### config.mk
export PLATFORM = sky130hd
export DESIGN_NAME = lane_decode_error_counters
export DESIGN_NICKNAME = d
export VERILOG_FILES = /design/src/rtl/lde_pkg.sv /design/src/rtl/lane_decode_error_counters.sv /design/src/rtl/lde_lane_counters.sv
export SDC_FILE = /design/constraint.sdc
export NUM_CORES = 1
export LEC_CHECK = 0
export BUFFER_PORTS_ARGS = -buffer_cell sky130_fd_sc_hd__buf_2
export CORE_AREA = 2 2 178 180
export CTS_BUF_LIST = sky130_fd_sc_hd__clkbuf_2
export DETAILED_ROUTE_END_ITERATION = 10
export DIE_AREA = 0 0 180 182
export GPL_TIMING_DRIVEN = 1
export PLACE_DENSITY = 0.69
export SYNTH_ARGS = -nofsm -noshare
export SYNTH_HDL_FRONTEND = slang
export SYNTH_SLANG_ARGS = --single-unit
export TNS_END_PERCENT = 5
### constraint.sdc
create_clock -name clk -period 3.9 [get_ports clk]
set_input_delay 0.195 -clock clk [delete_from_list [all_inputs] [get_ports clk]]
set_output_delay 0.195 -clock clk [all_outputs]
set_load 0.01 [all_outputs]
### src/rtl/lde_pkg.sv
// shared constants for the lane decode error counters
package lde_pkg;
	localparam int unsigned NUM_LANES = 8;
	localparam int unsigned NUM_ERR = 3;
	localparam int unsigned CNT_W = 8;
	localparam int unsigned ADDR_W = 12;

	// register offsets
	localparam logic [11:0] ERROR_HOLD_ENABLE_LANE6_OFS = 12'h48e;
	localparam logic [11:0] ERROR_HOLD_ENABLE_LANE7_OFS = 12'h48f;
	localparam logic [11:0] ERROR_STATUS_LANE0_OFS = 12'h490;
	localparam logic [11:0] ERROR_STATUS_LANE1_OFS = 12'h491;

	// field positions within the error field and status byte
	localparam int unsigned UNEXPECTED_CONTROL_CHAR_ERROR_BIT = 2;
	localparam int unsigned CODE_MISSING_ERROR_BIT = 1;
	localparam int unsigned DISPARITY_ERROR_BIT = 0;
	localparam int unsigned LANE_ACTIVE_BIT = 3;
	localparam int unsigned ERR_FIELD_MSB = 2;

	// reset values and terminal count
	localparam logic [2:0] HOLD_ENABLE_RESET = 3'h7;
	localparam logic [7:0] STATUS_RESET = 8'h00;
	localparam logic [7:0] TERMINAL_COUNT = 8'hff;
	localparam logic [7:0] COUNT_RESET = 8'h00;
endpackage : lde_pkg

### src/rtl/lane_decode_error_counters.sv
// per-lane decode error counters with hold-enable and status registers
`timescale 1ns/10ps
module lane_decode_error_counters (
	input wire logic clk,
	input wire logic rstn,
	// lane control
	input wire logic deser_soft_reset,
	input wire logic [7:0] lane_enable,
	// decoded characters and error flags from the receive lanes
	input wire logic [7:0] char_valid,
	input wire logic [7:0] unexpected_control_char_error,
	input wire logic [7:0] code_missing_error,
	input wire logic [7:0] disparity_error,
	// register port
	input wire logic [11:0] reg_addr,
	input wire logic reg_wr,
	input wire logic reg_rd,
	input wire logic [7:0] reg_wdata,
	output logic [7:0] reg_rdata,
	output logic reg_rvalid,
	// raw counter and flag view
	output logic [191:0] err_count,
	output logic [23:0] terminal_reached
);
	typedef struct packed {
		// hold-enable fields of lanes 6 and 7
		logic [2:0] hold6;
		logic [2:0] hold7;
		// registered lane activity
		logic [7:0] active;
		// read data and its strobe
		logic [7:0] rdata;
		logic rvalid;
	} lde_top_state_t;

	lde_top_state_t s_q;
	lde_top_state_t s_d;
	logic [7:0][2:0] hold_sel;
	logic [7:0][2:0] tcr;
	logic [7:0][23:0] cnt;
	logic [7:0][2:0] lane_err;
	logic [7:0] act_d;

	// decoded register hits and strobes
	logic hit_hold6;
	logic hit_hold7;
	logic hit_stat0;
	logic hit_stat1;
	logic wr_hold6;
	logic wr_hold7;

	// read bytes offered to the read select
	logic [7:0] hold6_byte;
	logic [7:0] hold7_byte;
	logic [7:0] stat0_byte;
	logic [7:0] stat1_byte;
	logic [7:0] rd_byte;

	// status byte: lane active at bit 3, terminal flags below
	function automatic logic [7:0] lde_status_byte(input logic act, input logic [2:0] flags);
		logic [7:0] b;
		b = lde_pkg::STATUS_RESET;
		b[lde_pkg::LANE_ACTIVE_BIT] = act;
		b[lde_pkg::ERR_FIELD_MSB:0] = flags;
		return b;
	endfunction : lde_status_byte

	// hold field in the low bits, reserved bits read zero
	function automatic logic [7:0] lde_hold_byte(input logic [2:0] h);
		logic [7:0] b;
		b = 8'h00;
		b[lde_pkg::ERR_FIELD_MSB:0] = h;
		return b;
	endfunction : lde_hold_byte

	// write data above the hold field is dropped
	function automatic logic [2:0] lde_hold_field(input logic [7:0] d);
		return d[lde_pkg::ERR_FIELD_MSB:0];
	endfunction : lde_hold_field

	// place the three error types at their field positions
	function automatic logic [2:0] lde_err_field(input logic ctrl, input logic miss, input logic disp);
		logic [2:0] f;
		f = 3'h0;
		f[lde_pkg::UNEXPECTED_CONTROL_CHAR_ERROR_BIT] = ctrl;
		f[lde_pkg::CODE_MISSING_ERROR_BIT] = miss;
		f[lde_pkg::DISPARITY_ERROR_BIT] = disp;
		return f;
	endfunction : lde_err_field

	function automatic logic lde_addr_hit(input logic [11:0] a, input logic [11:0] ofs);
		return a == ofs;
	endfunction : lde_addr_hit

	// a lane runs only while enabled and out of soft reset
	function automatic logic [7:0] lde_lane_run(input logic [7:0] ena, input logic srst);
		logic [7:0] r;
		r = 8'h00;
		if (!srst) begin
			r = ena;
		end
		return r;
	endfunction : lde_lane_run

	always_comb begin
		for (int l = 0; l < 8; l++) begin
			lane_err[l] = lde_err_field(unexpected_control_char_error[l], code_missing_error[l], disparity_error[l]);
		end
	end

	// lanes without a hold register keep the reset selection
	always_comb begin
		for (int l = 0; l < 6; l++) begin
			hold_sel[l] = lde_pkg::HOLD_ENABLE_RESET;
		end
		hold_sel[6] = s_q.hold6;
		hold_sel[7] = s_q.hold7;
	end

	// address decode shared by the write and read paths
	always_comb begin
		hit_hold6 = lde_addr_hit(reg_addr, lde_pkg::ERROR_HOLD_ENABLE_LANE6_OFS);
		hit_hold7 = lde_addr_hit(reg_addr, lde_pkg::ERROR_HOLD_ENABLE_LANE7_OFS);
		hit_stat0 = lde_addr_hit(reg_addr, lde_pkg::ERROR_STATUS_LANE0_OFS);
		hit_stat1 = lde_addr_hit(reg_addr, lde_pkg::ERROR_STATUS_LANE1_OFS);
		wr_hold6 = reg_wr && hit_hold6;
		wr_hold7 = reg_wr && hit_hold7;
	end

	// candidate read bytes from the current register state
	always_comb begin
		hold6_byte = lde_hold_byte(s_q.hold6);
		hold7_byte = lde_hold_byte(s_q.hold7);
		stat0_byte = lde_status_byte(s_q.active[0], tcr[0]);
		stat1_byte = lde_status_byte(s_q.active[1], tcr[1]);
	end

	// read select; unmapped addresses read zero
	always_comb begin
		unique case (1'b1)
			hit_hold6: begin
				rd_byte = hold6_byte;
			end
			hit_hold7: begin
				rd_byte = hold7_byte;
			end
			hit_stat0: begin
				rd_byte = stat0_byte;
			end
			hit_stat1: begin
				rd_byte = stat1_byte;
			end
			default: begin
				rd_byte = 8'h00;
			end
		endcase
	end

	// next activity, seen by the counters one cycle later
	always_comb begin
		act_d = lde_lane_run(lane_enable, deser_soft_reset);
	end

	always_comb begin
		s_d = s_q;
		s_d.rvalid = 1'b0;
		s_d.active = act_d;
		// writes expected while deserializer held in soft reset
		if (wr_hold6) begin
			s_d.hold6 = lde_hold_field(reg_wdata);
		end
		if (wr_hold7) begin
			s_d.hold7 = lde_hold_field(reg_wdata);
		end
		// read data stands until the next read
		if (reg_rd) begin
			s_d.rvalid = 1'b1;
			s_d.rdata = rd_byte;
		end
	end

	// reset loads the register reset values
	always_ff @(posedge clk or negedge rstn) begin
		if (!rstn) begin
			s_q.hold6 <= lde_pkg::HOLD_ENABLE_RESET;
			s_q.hold7 <= lde_pkg::HOLD_ENABLE_RESET;
			s_q.active <= 8'h00;
			s_q.rdata <= 8'h00;
			s_q.rvalid <= 1'b0;
		end else begin
			s_q <= s_d;
		end
	end

	// three counters per lane, one per error type
	for (genvar l = 0; l < 8; l++) begin : g_lane
		lde_lane_counters u_cnt (
			.clk(clk),
			.rstn(rstn),
			.active(s_q.active[l]),
			.char_valid(char_valid[l]),
			.err(lane_err[l]),
			.hold(hold_sel[l]),
			.count(cnt[l]),
			.reached(tcr[l])
		);
	end

	// every output comes straight from a register
	assign reg_rdata = s_q.rdata;
	assign reg_rvalid = s_q.rvalid;
	assign err_count = cnt;
	assign terminal_reached = tcr;
endmodule : lane_decode_error_counters

### src/rtl/lde_lane_counters.sv
// three error counters and terminal flags of one receive lane
`timescale 1ns/10ps
module lde_lane_counters (
	input wire logic clk,
	input wire logic rstn,
	input wire logic active,
	input wire logic char_valid,
	input wire logic [2:0] err,
	input wire logic [2:0] hold,
	output logic [23:0] count,
	output logic [2:0] reached
);
	typedef struct packed {
		logic [2:0][7:0] cnt;
		logic [2:0] tcr;
	} lde_lane_state_t;

	lde_lane_state_t s_q;
	lde_lane_state_t s_d;

	always_comb begin
		s_d = s_q;
		for (int i = 0; i < 3; i++) begin
			if (!active) begin
				// counters and flags held cleared while the lane is disabled or in soft reset
				s_d.cnt[i] = lde_pkg::COUNT_RESET;
				s_d.tcr[i] = 1'b0;
			end else if (char_valid && err[i]) begin
				if (hold[i] && s_q.cnt[i] == lde_pkg::TERMINAL_COUNT) begin
					s_d.cnt[i] = s_q.cnt[i];
				end else begin
					// wrap past terminal, count one per error
					s_d.cnt[i] = 8'(s_q.cnt[i] + 8'h01);
				end
				if (s_d.cnt[i] == lde_pkg::TERMINAL_COUNT) begin
					s_d.tcr[i] = 1'b1;
				end
			end
		end
	end

	always_ff @(posedge clk or negedge rstn) begin
		if (!rstn) begin
			s_q <= '0;
		end else begin
			s_q <= s_d;
		end
	end

	assign count = s_q.cnt;
	assign reached = s_q.tcr;
endmodule : lde_lane_counters

==> flow_metrics.py, run 1 <==
metrics = {
    "drt": {
        "via_per_inst": 5.75,
        "drc": 0,
        "drtIter0Drc": 744,
        "firstDrtPassIters": 6,
        "wire_per_inst_um": 15.9,
        "drt-total-wl_mm": 38.1,
        "antenna_left": 0,
        "dr_total_vias": 13800,
    },
    "clock_tree": {
        "ctsResizeCount": 0,
        "tritoncts": "yes",
        "clock_sinks": 235,
        "htreeDepth": 3,
        "cts_made_buffers": 68,
        "clk_pin_slew_ns": 0.10,
        "cts-root-buf": "clkbuf_2",
        "clkLatencyLatePin_ns": 0.83,
        "clk_path_buf_depth": 3,
    },
    "synth": {
        "synth_edf_count": 0,
        "yosys.area.top_type_share_pct": 41.8,
        "synthCells": 1566,
        "ys.flop_type": "dfrtp_1",
        "yosys-top-cells-area": "dfrtp_1 (42%), nand2_1 (5.2%), nor2_1 (4.2%), nand3_1 (3.8%), mux2i_1 (3.4%)",
        "synth_warnings": 0,
        "async_flop_share_pct": 100,
        "yosysUniqueCellTypes": 80,
        "synth_top_cell_by_area": "dfrtp_1",
        "syn_area_per_cell_sq_um": 8.76,
        "syn_area_sq_mm": 0.0137,
        "synth-seq-cells": 235,
        "ys_seq_area_share_pct": 42.9,
    },
    "worst_setup_path": {
        "critPathBufInv": 2,
        "max_stage_delay_ns": 0.56,
        "path_cells": "ha_1, and3_1, nand3_1, a21oi_1, nand3_1, dlygate4sd3_1, a21oi_1, dlygate4sd3_1",
        "cp_max_fo": 8,
        "crit_required_ns": 4.63,
        "cpMaxStageDelayCell": "dlygate4sd3_1",
        "worstPathArrival_ns": 3.59,
        "crit_family": "buffers and inverters",
        "cp-start-kind": "flop",
        "worst_setup_path_end_kind": "flop",
        "crit_type": "flop to flop",
    },
    "power_and_ir_drop": {
        "power.density_mw_per_mm2": 271,
        "internal_power_mw": 3.27,
        "ir_drop_v": 0.000232,
        "switching_share_pct": 28.4,
        "p_total_mw": 4.57,
        "seqPwrFrac_pct": 54.5,
        "power_leakage_nw": 7.96,
        "p_clk_share_pct": 38.6,
        "p_sw_mw": 1.30,
        "power_frac_comb_pct": 6.9,
    },
    "global_routing": {
        "grt_max_degree": 78,
        "gr-total-overflow": 0,
        "grt_antenna_before_repair": 3,
        "grt_pass1_wl_mm": 62.7,
        "first_global_vias": 12800,
        "grt.total_usage_pct": 22.7,
    },
    "floorplanning": {
        "start_util_pct": 44.3,
        "die_y_um": 182,
        "dieArea_sq_mm": 0.0328,
        "floorplan.rows": 65,
        "ioPinCount": 290,
        "die_width_um": 180,
        "core_area_sq_mm": 0.0310,
    },
    "sta": {
        "worstMarginPinSlew_ns": 0.780,
        "postLayoutSetupSlackWorst_ns": 1.05,
        "slew_violations": 0,
        "rsz0062_at_grt": "no",
        "hold_viol": 0,
        "setup_viol": 0,
        "slew_headroom_pct": 48.0,
        "min_period_ns": 2.85,
        "final.setup_skew_ns": 0.0952,
        "max_freq_mhz": 351,
        "fin_crit_sh_pct": 73.1,
        "tns_ns": 0,
    },
    "place": {
        "place_ws_ns": 1.74,
        "place.gp.congestion": 0.921,
        "dp.final_hpwl_mm": 25.8,
        "portBuffers": 280,
        "postPlaceCellArea_sq_mm": 0.0154,
    },
    "worst_hold_path": {
        "holdCritPathClass": "input pin to flop",
    },
    "outcome": {
        "status": "completed",
    },
    "layout": {
        "drive_gt1_share_pct": 21.4,
        "nNetsFinal": 2036,
        "final_area_sq_mm": 0.0169,
        "area_delta_synth_final_pct": 23.1,
    },
    "job": {
        "cap_violations": 0,
    },
}
-- flip-flops by register name, summed over array words and instances, names as in the netlist --
signal / flops
hold7_byte: 3
s_q: 8
reg_rdata: 4
hold6_byte: 3
g_lane.u_cnt.count: 192
reg_rvalid: 1
g_lane.u_cnt.reached: 24
-- routing by layer --
metal | share of wire (%) | vias to the layer above | track usage, % | wire (um)
met5 | 0.068 | - | 0 | 26
met4 | 2.9 | 4 | 9.37 | 1120
met3 | 7.0 | 106 | 5.72 | 2680
met2 | 47 | 468 | 36.4 | 17700
met1 | 43 | 6645 | 29.4 | 16600
li1 | - | 6544 | - | -
-- timing repair --
| action | CTS | global route |
|---|---|---|
| endpoints found under the hold margin | 363 | 0 |
| setup buffers | 0 | 0 |
| hold buffers | 90 | 0 |
-- per-stage QoR --
step                      util, %  hold slack (ns)  instances
after CTS                    54.5          0.00658       2394
after floorplan                 -           -0.101       1569
after detailed placement     49.7            0.271       2189
final                        54.5            0.134       2395
after global placement       49.7            0.266       2189
after global routing         54.5           0.0543       2395
-- power by group through the flow --
stage          Sequential, mW  Clock [mW]  Combinational [mW]
2_1_floorplan            2.52           0               0.131
3_3_place_gp             2.54           0               0.257
3_5_place_dp             2.54           0               0.261
4_1_cts                  2.49        1.84               0.319
5_1_grt                  2.49        1.98               0.352
6_report                 2.49        1.76               0.316
-- worst reg2reg max path, delay by kind of cell, from the launching register on --
family	cells	cell delay, ns
compound gates	2	0.34
simple gates	3	0.54
buf+inv	2	1.12
fa+ha+maj	1	0.32
flops	1	0.49
-- cells in the final DEF (no fill, tap or decap), drive strengths merged, types with 5 or more instances in the layout --
master       Yosys  routed
xnor2           42      42
o21a             6       6
nand2b           8       8
nand4           43      43
nor3            61      61
ha              24      24
dlygate4sd3      0      89
buf             11     284
o22ai            5       5
nor4             6       6
nor2           152     152
xor2            31      31
and2            33      33
a22o             6       6
or4              8       8
o31ai           15      15
clkinv           2      12
nand2          191     191
a211oi          11      11
nand3          106     106
and3            59      59
nor3b            6       6
mux2            13      13
dfrtp          229     229
o41ai            5       5
or3              8       8
o211a           13      13
a21oi           83      83
a311oi           7       7
mux2i           47      47
dfstp            6       6
a31oi           52      52
nor2b           17      17
nor4b            9       9
inv             29      30
o21ai           85      85
nand3b           7       7
clkbuf          54     104
and4            11      11
-- worst paths after layout --
check	cells after the start	slack, ns	endpoint	startpoint
setup / recovery	8	1.05	g_lane[5].u_cnt.count[13]	g_lane[5].u_cnt.count[8]
hold / removal	6	0.13	reg_rdata[1]	reg_addr[2]
setup reg to reg	8	1.05	g_lane[5].u_cnt.count[13]	g_lane[5].u_cnt.count[8]
hold reg to reg	2	0.50	g_lane[3].u_cnt.reached[0]	g_lane[3].u_cnt.reached[0]
max in group asynchronous	4	2.75	g_lane[6].u_cnt.count[20]	rstn
min in group asynchronous	3	0.42	g_lane[4].u_cnt.count[12]	rstn
-- cell type report --
type / count / area, sq um
Antenna cell: 1 / 2.50
Clock buffer: 104 / 520
Clock inverter: 11 / 42.5
Fill cell: 2913 / 14100
Inverter: 31 / 116
Multi-Input combinational cell: 1238 / 7450
Sequential cell: 235 / 5890
Tap cell: 402 / 503
Timing Repair Buffer: 373 / 2360
-- synthesized netlist by cell type (all sizes together), types with 7 or more instances --
master	count
a211oi	11
a21oi	83
a311oi	7
a31oi	52
and2	33
and3	59
and4	11
buf	11
clkbuf	54
dfrtp	229
ha	24
inv	29
mux2	13
mux2i	47
nand2	191
nand2b	8
nand3	106
nand3b	7
nand4	43
nor2	152
nor2b	17
nor3	61
nor4b	9
o211a	13
o21ai	85
o31ai	15
or3	8
or4	8
xnor2	42
xor2	31
-- cells by family after synthesis --
group                      Yosys count  share of synthesized area (%)
AOI/OAI and AO/OA                  338                           15.9
xor gates and xnor gates            73                           4.66
adders and majority gates           24                           2.19
and+or+nand+nor                    739                           26.9
DFF                                235                           42.9
other                                1                         0.0273
buffers and inverters               96                           2.84
muxes                               60                           4.50
(Power assumes the default switching activity.)
==> run 2: changes to the inputs <==
--- a/config.mk
+++ b/config.mk
@@ -11,7 +11,7 @@
 export DETAILED_ROUTE_END_ITERATION = 10
 export DIE_AREA = 0 0 180 182
 export GPL_TIMING_DRIVEN = 1
-export PLACE_DENSITY = 0.69
+export PLACE_DENSITY = 0.72
 export SYNTH_ARGS = -nofsm -noshare
 export SYNTH_HDL_FRONTEND = slang
 export SYNTH_SLANG_ARGS = --single-unit
==> constraint.sdc (replaced) <==
create_clock -name clk -period 2.6 [get_ports clk]
set_input_delay 0.13 -clock clk [delete_from_list [all_inputs] [get_ports clk]]
set_output_delay 0.13 -clock clk [all_outputs]
set_load 0.01 [all_outputs]
==> flow_metrics.py, run 2 (synthesis gave the netlist of run 1 again) <==
metrics = {
    "sta": {
        "max_freq_mhz": 410,
        "tns_ns": 0,
        "worstMarginPinSlew_ns": 0.756,
        "slew_violations": 0,
        "rsz0062_at_grt": "no",
        "fin_crit_sh_pct": 93.8,
        "slew_headroom_pct": 49.0,
        "setup_viol": 0,
        "final.setup_skew_ns": 0.0777,
        "min_period_ns": 2.44,
        "hold_viol": 0,
    },
    "drt": {
        "firstDrtPassIters": 5,
        "via_per_inst": 5.73,
        "drt-total-wl_mm": 38.9,
        "drc": 0,
        "drtIter0Drc": 1089,
        "met1Wirelength_mm": 16.6,
        "wl_met2_mm": 18.0,
        "antenna_left": 0,
        "met3_length_mm": 2.74,
        "wire_per_inst_um": 16.1,
        "top_layer_used": "met4",
        "dr_total_vias": 13900,
    },
    "power_and_ir_drop": {
        "p_sw_mw": 2.00,
        "p_clk_share_pct": 40.1,
        "power_leakage_nw": 8.08,
        "seqPwrFrac_pct": 52.7,
        "power_frac_comb_pct": 7.2,
        "ir_drop_v": 0.000292,
        "internal_power_mw": 5.07,
        "power.density_mw_per_mm2": 412,
        "switching_share_pct": 28.3,
    },
    "worst_hold_path": {
        "hold-path-endpoint": "reg_rdata[1]",
        "hold_depth": 6,
        "min_from": "reg_addr[4]",
        "holdCritPathClass": "input pin to flop",
    },
    "clock_tree": {
        "cts_made_buffers": 69,
        "clk_pin_slew_ns": 0.10,
        "cts-root-buf": "clkbuf_2",
        "clk_path_buf_depth": 3,
        "clkLatencyLatePin_ns": 0.86,
        "clock_sinks": 235,
        "tritoncts": "yes",
        "htreeDepth": 3,
    },
    "layout": {
        "most-common-layout-cells": "buf_2 (279), dfrtp_1 (229), nand2_1 (191), nor2_1 (152), dlygate4sd3_1 (106)",
        "area_delta_synth_final_pct": 25.2,
        "largest_reg_flops": 192,
        "final_common_cell": "buf_2",
        "nNetsFinal": 2059,
        "fin_util_pct": 55.4,
        "drive_gt1_share_pct": 21.2,
    },
    "worst_setup_path": {
        "rr_worst_depth": 6,
        "setup.worst_path.start": "g_lane[2].u_cnt.count[16]",
        "worstPathArrival_ns": 3.23,
        "worst_setup_path_end_kind": "flop",
        "r2r_slack_ns": 0.16,
        "r2r_end": "g_lane[2].u_cnt.count[20]",
        "cp-start-kind": "flop",
        "regToRegStartpoint": "g_lane[2].u_cnt.count[16]",
        "cp_max_fo": 5,
        "crit_type": "flop to flop",
        "crit_required_ns": 3.39,
    },
    "floorplanning": {
        "dieArea_sq_mm": 0.0328,
        "die_width_um": 180,
        "start_util_pct": 44.3,
        "core_area_sq_mm": 0.0310,
        "die_y_um": 182,
        "floorplan.rows": 65,
        "ioPinCount": 290,
    },
    "global_routing": {
        "grt_antenna_before_repair": 1,
        "gr-total-overflow": 0,
        "grt.total_usage_pct": 23.3,
        "first_global_vias": 12900,
        "grt_max_degree": 77,
        "grt_pass1_wl_mm": 64.2,
    },
    "place": {
        "place.gp.congestion": 0.917,
        "dp.final_hpwl_mm": 26.0,
        "portBuffers": 280,
    },
    "job": {
        "cap_violations": 0,
    },
    "outcome": {
        "status": "completed",
    },
}
[run 2: cell types whose count changed in the layout (fill, tap and decap cells not counted)]
cell,change
clkinv_2,+2
inv_2,+1
clkbuf_2,-9
dlygate4sd3_1,+17
clkinv_1,+8
buf_4,+4
buf_12,+1
bufinv_16,+2
[run 2: worst max-delay path by stage]
stage / end / slack, ns
after floorplan: g_lane[3].u_cnt.reached[1] / 0.54
after global placement: g_lane[0].u_cnt.reached[0] / 0.51
after detailed placement: g_lane[3].u_cnt.reached[1] / 0.37
after CTS: g_lane[2].u_cnt.count[20] / 0.22
after global routing: g_lane[5].u_cnt.count[13] / 0.02
final: g_lane[2].u_cnt.count[20] / 0.16
[run 2: area by class of cell]
cell class	count	area [sq um]
antenna	1	2.50
clock buffer	95	475
clock inverter	24	146
fill	2894	13800
inverter	31	116
multi-input combinational	1238	7450
sequential	235	5890
tap	402	503
timing repair buffer	395	2580
[run 2: per-layer routing]
layer	global-route usage, %	vias up
met5	0	-
met4	11.6	0
met3	5.50	123
met2	36.6	537
met1	30.3	6609
li1	-	6594
[run 2: repair_timing]
action                     in CTS  in global routing
setup buffers                   0                  0
setup endpoints to repair       0                  0
gates resized for setup         0                  0
hold endpoints to repair      465                  0
hold buffers                  107                  0
[run 2: power by group through the flow]
stage	Combinational [mW]	Sequential, mW	Clock, mW
final	0.507	3.73	2.84
after global routing	0.561	3.74	3.14
after CTS	0.506	3.73	2.96
after detailed placement	0.405	3.80	0
after global placement	0.400	3.80	0
after floorplan	0.197	3.78	0
[run 2: critical path: stages (launching register included)]
cell and delay (ns):
dfrtp_1 0.44, ha_1 0.24, and3_1 0.24, a31oi_1 0.09
dlygate4sd3_1 0.57, nor3_1 0.20, dlygate4sd3_1 0.58
[run 2: metrics by stage]
step | std cells | area [sq um] | power (mW) | worst slack, ns | hold WS, ns
floorplan | 1569 | 13700 | 3.98 | 0.541 | -0.166
finish | 2421 | 17200 | 7.07 | 0.162 | 0.179
detailed placement | 2194 | 15500 | 4.21 | 0.373 | 0.0957
global placement | 2194 | 15500 | 4.20 | 0.506 | 0.0926
CTS | 2420 | 17200 | 7.19 | 0.218 | 0.0613
global route | 2421 | 17200 | 7.44 | 0.0195 | 0.140
